===== src/id_readout_map.svh =====
// Constants for the unique-id serial readout
`ifndef ID_READOUT_MAP_SVH
`define ID_READOUT_MAP_SVH
`define ID_WIDTH 96
`define ID_CNT_W 7
`define ID_LSB_MARK 2'b01
`define ID_MSB_MARK 2'b01
`define ID_FIFO_DEPTH 32
`define ID_USER_FUSE_WIDTH 32
`define ID_INSTR_WIDTH 2
`endif


===== src/id_readout_pkg.sv =====
// Types for the unique-id serial readout
package id_readout_pkg;
   typedef enum logic [1:0] {
      instr_bypass_t_v = 2'h0,
      id_fuse_read_instr = 2'h1,
      user_fuse_read_instr = 2'h2
   } test_instr_t;
   typedef enum logic [2:0] {
      st_idle = 3'b001,
      st_load = 3'b010,
      st_shift = 3'b100
   } reader_state_t;
endpackage : id_readout_pkg


===== src/id_readout_if.sv =====
// Interface joining the readout port and its controlling logic
`timescale 1ns/1ns
interface id_readout_if;
   logic read;
   logic shift;
   logic ser_in;
   logic ser_out;
   logic [1:0] test_instr;
   logic test_shift_dr;
   logic test_di;
   logic test_do;
   modport device (input read, shift, ser_in, test_instr, test_shift_dr,
      test_di, output ser_out, test_do);
   modport controller (output read, shift, ser_in, test_instr,
      test_shift_dr, test_di, input ser_out, test_do);
endinterface : id_readout_if


===== src/id_bit_fifo.sv =====
// Parameterised valid/ready FIFO
`timescale 1ns/1ns
`include "id_readout_map.svh"
module id_bit_fifo #(
   parameter int WIDTH = 1,
   parameter int DEPTH = `ID_FIFO_DEPTH
) (
   // Clock and reset
   input wire logic ref_clk,
   input wire logic reset_n,
   input wire logic clk_en,
   // Fill side
   input wire logic in_valid,
   output logic in_ready,
   input wire logic [WIDTH-1:0] in_data,
   // Drain side
   output logic out_valid,
   input wire logic out_ready,
   output logic [WIDTH-1:0] out_data
);
   localparam int AW = $clog2(DEPTH);
   logic [WIDTH-1:0] mem [DEPTH];
   logic [AW-1:0] wr_q;
   logic [AW-1:0] rd_q;
   logic [AW:0] cnt_q;
   logic push;
   logic pop;
   assign in_ready = (cnt_q != DEPTH[AW:0]);
   assign out_valid = (cnt_q != '0);
   assign out_data = mem[rd_q];
   assign push = in_valid && in_ready && clk_en;
   assign pop = out_valid && out_ready && clk_en;
   always_ff @(posedge ref_clk) begin
      if (push) begin
         mem[wr_q] <= in_data;
      end
   end
   always_ff @(posedge ref_clk or negedge reset_n) begin
      if (!reset_n) begin
         wr_q <= '0;
         rd_q <= '0;
         cnt_q <= '0;
      end else begin
         if (push) begin
            wr_q <= (wr_q == AW'(DEPTH - 1)) ? '0 : wr_q + 1'b1;
         end
         if (pop) begin
            rd_q <= (rd_q == AW'(DEPTH - 1)) ? '0 : rd_q + 1'b1;
         end
         cnt_q <= cnt_q + (AW+1)'(push) - (AW+1)'(pop);
      end
   end
endmodule : id_bit_fifo


===== src/id_readout_ctrl.sv =====
// Controller end: reads the identifier into a bit FIFO
`timescale 1ns/1ns
`include "id_readout_map.svh"
module id_readout_ctrl
   import id_readout_pkg::*;
#(
   parameter int ID_W = `ID_WIDTH,
   parameter int DEPTH = `ID_FIFO_DEPTH
) (
   // Clock and reset
   input wire logic ref_clk,
   input wire logic reset_n,
   input wire logic clk_en,
   // User request
   input wire logic start,
   input wire logic recirc,
   input wire logic fill_bit,
   output logic busy,
   // Bit stream out
   output logic bit_valid,
   input wire logic bit_ready,
   output logic bit_data,
   // Link
   id_readout_if.controller port
);
   // ****************************************
   // Sequencer
   // ****************************************
   reader_state_t st_q;
   logic [7:0] cnt_q;
   logic read_q;
   logic fifo_ready;
   logic take;
   // Stall shifting whenever the FIFO is full so no bit is lost
   assign take = (st_q == st_shift) && fifo_ready;
   always_ff @(posedge ref_clk or negedge reset_n) begin
      if (!reset_n) begin
         st_q <= st_idle;
         cnt_q <= '0;
      end else if (clk_en) begin
         case (st_q)
            st_idle: begin
               if (start) begin
                  st_q <= st_load;
               end
            end
            st_load: begin
               st_q <= st_shift;
               cnt_q <= '0;
            end
            st_shift: begin
               if (take) begin
                  cnt_q <= cnt_q + 8'h01;
                  if (cnt_q == 8'(ID_W - 1)) begin
                     st_q <= st_idle;
                  end
               end
            end
            default: st_q <= st_idle;
         endcase
      end
   end
   // Read is a single-cycle pulse, released before shifting
   always_ff @(posedge ref_clk or negedge reset_n) begin
      if (!reset_n) begin
         read_q <= 1'b0;
         busy <= 1'b0;
      end else if (clk_en) begin
         read_q <= (st_q == st_idle) && start; // RULE5
         busy <= (st_q != st_idle) || start;
      end
   end
   assign port.read = read_q;
   assign port.shift = take && (cnt_q != 8'(ID_W - 1));
   assign port.ser_in = recirc ? port.ser_out : fill_bit; // RULE9 RULE10
   assign port.test_instr = 2'h0;
   assign port.test_shift_dr = 1'b0;
   assign port.test_di = 1'b0;

   // ****************************************
   // Bit FIFO
   // ****************************************
   logic ov;
   logic od;
   id_bit_fifo #(.WIDTH(1), .DEPTH(DEPTH)) u_fifo (
      .ref_clk(ref_clk),
      .reset_n(reset_n),
      .clk_en(clk_en),
      .in_valid(take),
      .in_ready(fifo_ready),
      .in_data(port.ser_out),
      .out_valid(ov),
      .out_ready(bit_ready),
      .out_data(od)
   );
   // Registered output stage
   always_ff @(posedge ref_clk or negedge reset_n) begin
      if (!reset_n) begin
         bit_valid <= 1'b0;
         bit_data <= 1'b0;
      end else if (clk_en) begin
         bit_valid <= ov && bit_ready;
         bit_data <= od;
      end
   end
endmodule : id_readout_ctrl


===== src/flat_wrapper.sv =====
// flat-port wrapper written by rule: the top's interface ports become plain ports
module id_readout_ctrl_flat import id_readout_pkg::*;
#(
   parameter int ID_W = `ID_WIDTH,
   parameter int DEPTH = `ID_FIFO_DEPTH
)
  (ref_clk, reset_n, clk_en, start, recirc, fill_bit, busy, bit_valid, bit_ready, bit_data, port_read, port_shift, port_ser_in, port_test_instr, port_test_shift_dr, port_test_di, port_ser_out, port_test_do);
  id_readout_if port_i ();
  input wire logic ref_clk;
  input wire logic reset_n;
  input wire logic clk_en;
  input wire logic start;
  input wire logic recirc;
  input wire logic fill_bit;
  output logic busy;
  output logic bit_valid;
  input wire logic bit_ready;
  output logic bit_data;
  output wire logic [$bits(port_i.read)-1:0] port_read;
  output wire logic [$bits(port_i.shift)-1:0] port_shift;
  output wire logic [$bits(port_i.ser_in)-1:0] port_ser_in;
  output wire logic [$bits(port_i.test_instr)-1:0] port_test_instr;
  output wire logic [$bits(port_i.test_shift_dr)-1:0] port_test_shift_dr;
  output wire logic [$bits(port_i.test_di)-1:0] port_test_di;
  input wire logic [$bits(port_i.ser_out)-1:0] port_ser_out;
  input wire logic [$bits(port_i.test_do)-1:0] port_test_do;
  assign port_read = port_i.read;
  assign port_shift = port_i.shift;
  assign port_ser_in = port_i.ser_in;
  assign port_test_instr = port_i.test_instr;
  assign port_test_shift_dr = port_i.test_shift_dr;
  assign port_test_di = port_i.test_di;
  assign port_i.ser_out = port_ser_out;
  assign port_i.test_do = port_test_do;
  id_readout_ctrl #(.ID_W(ID_W), .DEPTH(DEPTH)) u_core (.ref_clk(ref_clk), .reset_n(reset_n), .clk_en(clk_en), .start(start), .recirc(recirc), .fill_bit(fill_bit), .busy(busy), .bit_valid(bit_valid), .bit_ready(bit_ready), .bit_data(bit_data), .port(port_i));
endmodule

===== config.mk =====
export PLATFORM = sky130hd
export DESIGN_NAME = id_readout_ctrl_flat
export DESIGN_NICKNAME = d
export VERILOG_FILES = /design/src/id_readout_pkg.sv /design/src/id_readout_if.sv /design/src/id_bit_fifo.sv /design/src/id_readout_ctrl.sv /design/src/flat_wrapper.sv
export VERILOG_INCLUDE_DIRS = /design/src
export SDC_FILE = /design/constraint.sdc
export NUM_CORES = 1
export LEC_CHECK = 0
export BUFFER_PORTS_ARGS = -buffer_cell sky130_fd_sc_hd__buf_2
export CORE_MARGIN = 3
export CORE_UTILIZATION = 35
export CTS_CLUSTER_DIAMETER = 40
export DETAILED_ROUTE_END_ITERATION = 8
export PLACE_DENSITY = 0.62
export SYNTH_ARGS = -nofsm -noshare
export SYNTH_HDL_FRONTEND = slang
export SYNTH_HIERARCHICAL = 1
export SYNTH_SLANG_ARGS = --single-unit

===== constraint.sdc =====
create_clock -name ref_clk -period 3.4 [get_ports ref_clk]
set_input_delay 0.17 -clock ref_clk [delete_from_list [all_inputs] [get_ports ref_clk]]
set_output_delay 0.17 -clock ref_clk [all_outputs]
set_load 0.01 [all_outputs]

* After elaboration in Yosys (flattened, before gate mapping)
Memories as Yosys holds them, arrays and structs flattened. A register that Yosys moved wholly into a read port is not among the register bits.
Index checks and enable logic that the tools add are counted.
** Word-level totals
- Register bits :: 30
- Memory bits (writable) :: 32
- Input port bits :: 9
- Output and inout port bits :: 10
- Word-level logic and storage cells :: 50
- Memories kept :: 1
** Cells by class
- Add/sub/neg operators :: 5
- Eq/ne operators :: 12
- Mux-type cells :: 11
- Reductions and logical operators :: 13
** Memories
- u_core.u_fifo.mem :: depth 32, width 1, read ports 1, clocked after Yosys merged registers in 1, write ports 1, RTL line id_bit_fifo.sv:22 : logic [WIDTH-1:0] mem [DEPTH];
** Operators by type and width (count)
- $pmux 8 s2 :: 1
- $add 5x1->5 const B :: 2
- $eq 5x5->1 const B :: 2
- $mux 5 :: 2
- $mux 3 :: 3
- $pmux 3 s3 :: 1
- $add 8x1->8 const B :: 1
- $eq 8x7->1 const B :: 1
- $mux 8 :: 1
- $ne 8x7->1 const B :: 1
- $logic_and 1x1->1 :: 7
- $add 6x1->6 :: 1
- $ne 6x6->1 const B :: 1
- $reduce_bool 6->1 :: 1
- $sub 6x1->6 :: 1
- $ne 2x2->1 const B :: 2
- $reduce_and 4->1 :: 1
- $eq 3x1->1 const B :: 1
- $eq 3x2->1 const B :: 1
- $eq 3x3->1 const B :: 1
- $mux 1 :: 3
- $ne 3x1->1 const B :: 1
- $reduce_and 3->1 :: 1
- $ne 2x1->1 const B :: 1
- other kinds (3) :: 3

* Logic depth before layout (Yosys ltp)
- Depth after elaboration :: 6
- Gate-level depth with buffers :: 15
- Depth with buffers taken out :: 14

* Hierarchy
Netlist, hierarchy kept.
** By module, submodules not included
- id_bit_fifo :: instances 1, cells an instance 202, area an instance 2487.4 µm², seq. area each 1361.3 µm²
- id_readout_ctrl :: instances 1, cells an instance 94, area an instance 868.3 µm², seq. area each 376.6 µm²

* Least setup slack after synthesis
No wires, ideal clock.
- Kind :: register to register
- From :: register u_core.st_q[2]
- To :: register u_core.u_fifo.cnt_q[4]
- Library setup time :: 0.080 ns
- Arrival :: 2.619 ns
- Data required time :: 3.320 ns
- Slack :: 0.701 ns
- Stages on the path, launching flop included :: 15
- Buffers on the path :: 1
- Clock period less this slack :: 2.699 ns
- Cell sequence :: dfrtp_1 > inv_1 > nor3_1 > and2_1 > and3_1 > buf_2 > inv_1 > ha_1 > inv_1 > ha_1 > fa_1 > a21oi_1 > nor2_1 > nor2_1 > xnor2_1
** On the way
- Word-level cells in the longest chain between the ends :: 6
** Ends and longest elaborated chain
- from (decl) :: RTL line id_readout_ctrl.sv:29 : reader_state_t st_q;
- from (signal assigned) :: RTL line id_readout_ctrl.sv:38 : st_q <= st_idle;
- from (signal assigned) :: RTL line id_readout_ctrl.sv:44 : st_q <= st_load;
- from (signal assigned) :: RTL line id_readout_ctrl.sv:48 : st_q <= st_shift;
- $eq 3x3->1 :: RTL line id_readout_ctrl.sv:35 : assign take = (st_q == st_shift) && fifo_ready;
- $logic_and 1x1->1 :: RTL line id_readout_ctrl.sv:35
- net u_core.take :: RTL line id_readout_ctrl.sv:33 : logic take;
- $logic_and 1x1->1 (2 in a row) :: RTL line id_bit_fifo.sv:31 : assign push = in_valid && in_ready && clk_en;
- $add 6x1->6 :: RTL line id_bit_fifo.sv:50 : cnt_q <= cnt_q + (AW+1)'(push) - (AW+1)'(pop);
- $sub 6x1->6 :: RTL line id_bit_fifo.sv:50
- to (signal assigned) :: RTL line id_bit_fifo.sv:50
- to (decl) :: RTL line id_bit_fifo.sv:25 : logic [AW:0] cnt_q;
The timed path passes the listed nets, and every way through them passes these cells.
A chain may end at the register's enable or synchronous reset.

* Final worst setup path
Ends and elaborated chain as after synthesis.

==> flow_summary.html <==
<table>
<tr><th>Metric</th><th>Value</th></tr>
<tr><th colspan="2">Clocking</th></tr>
<tr><td>H-tree depth</td><td>3</td></tr>
<tr><td>Number of gates resized after CTS</td><td>0</td></tr>
<tr><td>Clock slew at reported path FFs</td><td>0.07 ns</td></tr>
<tr><td>Worst-case clock buffer depth</td><td>2</td></tr>
<tr><td>CTS tree</td><td>yes</td></tr>
<tr><td>Clock net sink count</td><td>63</td></tr>
<tr><td>Clock latency reported for the late side of the worst-skew pair</td><td>0.33 ns</td></tr>
<tr><td>Num CTS Buffers</td><td>9</td></tr>
<tr><td>Cell chosen for the clock root</td><td>sky130_fd_sc_hd__clkbuf_8</td></tr>
<tr><td>Post CTS Setup Buffer Count</td><td>0</td></tr>
<tr><td>Number of buffers inserted by hold repair at cts</td><td>1</td></tr>
<tr><th colspan="2">STA</th></tr>
<tr><td>Number of max-slew violations in the final report</td><td>0</td></tr>
<tr><td>Final number of setup-violating endpoints</td><td>0</td></tr>
<tr><td>Part of the cycle the worst path needs</td><td>0.851</td></tr>
<tr><td>Post-route clock skew</td><td>0.0112 ns</td></tr>
<tr><td>Unrepaired setup endpoints after global routing</td><td>no</td></tr>
<tr><td>Max frequency</td><td>346 MHz</td></tr>
<tr><td>Headroom to the max-slew limit</td><td>0.544</td></tr>
<tr><td>Fin worst setup slack</td><td>0.506 ns</td></tr>
<tr><td>Total count of hold-check failures in the final report</td><td>0</td></tr>
<tr><td>Shortest period the worst path allows</td><td>2.89 ns</td></tr>
<tr><td>Actual transition at the worst max-transition pin</td><td>0.684 ns</td></tr>
<tr><td>Setup TNS after final layout</td><td>0 ns</td></tr>
<tr><th colspan="2">Critical path</th></tr>
<tr><td>Critical Path, Cell by Cell</td><td>inv_1 &gt; nor3_1 &gt; and2_1 &gt; and3_1 &gt; inv_1 &gt; ha_1 &gt; inv_1 &gt; ha_1 &gt; fa_1 &gt; a21oi_1 &gt; nor2_1 &gt; nor2_1 &gt; xnor2_1</td></tr>
<tr><td>Crit-path most repeated cell</td><td>sky130_fd_sc_hd__inv_1</td></tr>
<tr><td>WS Path Type</td><td>register to register</td></tr>
<tr><td>Cell type of the slowest stage on the worst timing path</td><td>sky130_fd_sc_hd__dfrtp_1</td></tr>
<tr><td>Flop-to-flop setup slack</td><td>0.51 ns</td></tr>
<tr><td>Worst setup EP type</td><td>register</td></tr>
<tr><td>Required time of the worst setup path</td><td>3.65 ns</td></tr>
<tr><td>Peak fanout along the critical path</td><td>9</td></tr>
<tr><td>Delay of the slowest cell on the worst path</td><td>0.48 ns</td></tr>
<tr><td>CP arrival</td><td>3.14 ns</td></tr>
<tr><td>CP startpoint kind</td><td>register</td></tr>
<tr><th colspan="2">Die</th></tr>
<tr><td>Top-Level Pins</td><td>19</td></tr>
<tr><td>Core footprint</td><td>9280 um^2</td></tr>
<tr><td>Site row count</td><td>35</td></tr>
<tr><td>Vertical extent of the die</td><td>104 um</td></tr>
<tr><td>Full die area</td><td>10800 um^2</td></tr>
<tr><td>Initial Utilization</td><td>0.361</td></tr>
<tr><td>DIE WIDTH</td><td>104 um</td></tr>
<tr><th colspan="2">Finish</th></tr>
<tr><td>Final core utilization</td><td>0.397</td></tr>
<tr><td>Count of inserted antenna diode cells</td><td>0</td></tr>
<tr><td>Seq. cell area</td><td>1740 um^2</td></tr>
<tr><td>Multi-input gate area</td><td>1450 um^2</td></tr>
<tr><td>Share of final-layout standard cells stronger than drive strength 1</td><td>0.148</td></tr>
<tr><td>Fin nets</td><td>339</td></tr>
<tr><td>Area added between synthesis and finish</td><td>9.77%</td></tr>
<tr><td>Cell area after layout</td><td>3680 um^2</td></tr>
<tr><td>Number of fill cells</td><td>930</td></tr>
<tr><th colspan="2">Global route</th></tr>
<tr><td>All-Layer GR Usage</td><td>0.115</td></tr>
<tr><td>Pin count of the biggest net entering global routing</td><td>34</td></tr>
<tr><td>Via count of the first global-routing pass</td><td>2175</td></tr>
<tr><td>Global-route wire length before repair</td><td>10000 um</td></tr>
<tr><td>Overflow left after global routing</td><td>0</td></tr>
<tr><td>Antenna violations before repair</td><td>0</td></tr>
<tr><th colspan="2">Synth</th></tr>
<tr><td>Sequential share of the synthesized area</td><td>0.518</td></tr>
<tr><td>Most used flip-flop cell after synthesis</td><td>sky130_fd_sc_hd__edfxtp_1</td></tr>
<tr><td>Yosys warning total</td><td>6</td></tr>
<tr><td>Most common cell in the netlist</td><td>sky130_fd_sc_hd__nor2_1</td></tr>
<tr><td>Post-Syn Area per Cell</td><td>11.3 um^2</td></tr>
<tr><td>Async SR Flop Fraction</td><td>0.492</td></tr>
<tr><td>Post-Synthesis Cell Area</td><td>3360 um^2</td></tr>
<tr><td>Number of instances in the synthesized netlist</td><td>296</td></tr>
<tr><td>Top cell type's share of synthesized area</td><td>0.286</td></tr>
<tr><td>Cell taking the most area after synthesis</td><td>sky130_fd_sc_hd__edfxtp_1</td></tr>
<tr><td>Synthesized flop and latch total</td><td>63</td></tr>
<tr><td>Leading post-synthesis cells by cell area</td><td>sky130_fd_sc_hd__edfxtp_1, sky130_fd_sc_hd__dfrtp_1, sky130_fd_sc_hd__ha_1, sky130_fd_sc_hd__mux4_1, sky130_fd_sc_hd__nor2_1</td></tr>
<tr><td>Post-synth EDFFs</td><td>32</td></tr>
<tr><td>Top cells by instance count after synthesis</td><td>sky130_fd_sc_hd__nor2_1, sky130_fd_sc_hd__edfxtp_1, sky130_fd_sc_hd__dfrtp_1</td></tr>
<tr><td>Netlist cell types</td><td>59</td></tr>
<tr><th colspan="2">Placed design</th></tr>
<tr><td>Sum of net half-perimeters after detailed placement</td><td>3990 um</td></tr>
<tr><td>Port Buf Inserts</td><td>13</td></tr>
<tr><td>DP Area</td><td>3490 um^2</td></tr>
<tr><td>Place WS</td><td>0.551 ns</td></tr>
<tr><td>Final weighted congestion in routability-driven placement</td><td>0.790</td></tr>
<tr><th colspan="2">Outcome</th></tr>
<tr><td>Result of the run</td><td>completed</td></tr>
<tr><th colspan="2">Detailed routing</th></tr>
<tr><td>Final ANT Viol Nets</td><td>0</td></tr>
<tr><td>DRT iter0 DRCs</td><td>107</td></tr>
<tr><td>Residual DRC</td><td>0</td></tr>
<tr><td>Average vias per placed instance</td><td>4.99</td></tr>
<tr><td>Detailed-router iteration count before antenna repair</td><td>4</td></tr>
<tr><td>Final Routed Wirelength</td><td>5800 um</td></tr>
<tr><td>Via Count</td><td>2226</td></tr>
<tr><td>DR WL/cell</td><td>13.0 um</td></tr>
<tr><th colspan="2">Flow run</th></tr>
<tr><td>Max_cap viols</td><td>0</td></tr>
<tr><th colspan="2">Power</th></tr>
<tr><td>LEAKAGE</td><td>1.47 nW</td></tr>
<tr><td>Power density over cell area</td><td>666 nW/um^2</td></tr>
<tr><td>Maximum ir drop on the vdd rail</td><td>0.265 mV</td></tr>
<tr><th colspan="2">Min path</th></tr>
<tr><td>HP Class</td><td>primary input to register</td></tr>
</table>
-- flip-flops by register name, summed over array words and instances, names as in the netlist --
name	cells
u_core/busy	1
u_core/cnt_q	8
u_core/bit_valid	1
u_core/u_fifo/mem	32
u_core/port.read	1
u_core/bit_data	1
u_core/u_fifo/cnt_q	6
u_core/u_fifo/wr_q	5
u_core/u_fifo/rd_q	5
u_core/st_q	3
-- worst max-delay path, delay by kind of cell, from the launching register on --
kind                       cells  cell delay (ns)
and+or+nand+nor                5             0.89
buffers and inverters          3             0.28
AOI/OAI and AO/OA              1             0.14
DFF                            1             0.48
adders and majority gates      3             0.90
xor gates and xnor gates       1             0.13
-- placed cells by master (no fill, tap or decap), drive strengths merged, types with 2 or more instances in the layout --
master,count
a21oi,11
nand3,9
and3,8
nand3b,3
dfrtp,30
or3,5
o31ai,2
clkinv,4
a21o,2
nand2,21
nor2b,3
mux4,8
a31oi,2
and2b,2
clkbuf,11
and2,3
edfxtp,32
buf,14
nor2,46
or3b,3
nand4,2
nor3,2
nor3b,2
mux2,4
o21ai,22
inv,20
conb,4
nand4bb,2
ha,17
xor2,2
-- worst paths after layout --
check	startpoint	end	cells after the start
setup / recovery	u_core/st_q[2]	u_core/u_fifo/cnt_q[4]	13
max in group asynchronous	reset_n	u_core/u_fifo/wr_q[2]	2
hold / removal	start	u_core/busy	3
min in group asynchronous	reset_n	u_core/cnt_q[3]	2
setup reg to reg	u_core/st_q[2]	u_core/u_fifo/cnt_q[4]	13
hold reg to reg	u_core/cnt_q[7]	u_core/cnt_q[7]	1
-- cell type report --
type / count / share of cell area
Sequential cell: 63 / 0.472
Multi-Input combinational cell: 203 / 0.393
Tap cell: 129 / 0.0438
Clock buffer: 11 / 0.0357
Timing Repair Buffer: 15 / 0.0224
Inverter: 20 / 0.0204
Clock inverter: 5 / 0.0132
-- routing by layer --
metal / global-route usage / vias to the layer above / wire length, um
li1: - / 1091 / -
met1: 0.147 / 1099 / 2710
met2: 0.188 / 32 / 2860
met3: 0.0279 / 4 / 173
met4: 0.0456 / 0 / 61
met5: 0 / - / 0
-- cells by family after synthesis --
logic type | count (synthesis) | share of synthesized area
AO/OA/AOI/OAI | 48 | 0.0895
XOR/XNOR | 3 | 0.00783
adder cells (fa/ha/maj) | 18 | 0.0694
buffers and inverters | 33 | 0.0544
flip-flops | 63 | 0.518
multiplexers | 13 | 0.0790
other | 1 | 0.00112
AND/OR/NAND/NOR | 117 | 0.181
-- stage by stage --
| stage | cells | power (mW) | hold WS [ns] |
|---|---|---|---|
| global placement | 429 | 1.84 | 0.255 |
| floorplan | 299 | 1.74 | -0.126 |
| CTS | 446 | 2.49 | 0.0668 |
| finish | 446 | 2.45 | 0.0903 |
| global route | 446 | 2.67 | 0.0776 |
| detailed placement | 429 | 1.88 | 0.268 |
-- power breakdown --
group	internal (mW)	total, mW	leakage (nW)	switching, mW
clock network	0.333	0.596	0.0945	0.264
registers	0.936	1.12	0.663	0.182
logic	0.373	0.739	0.713	0.366
Power figures use the tool's default switching activity.
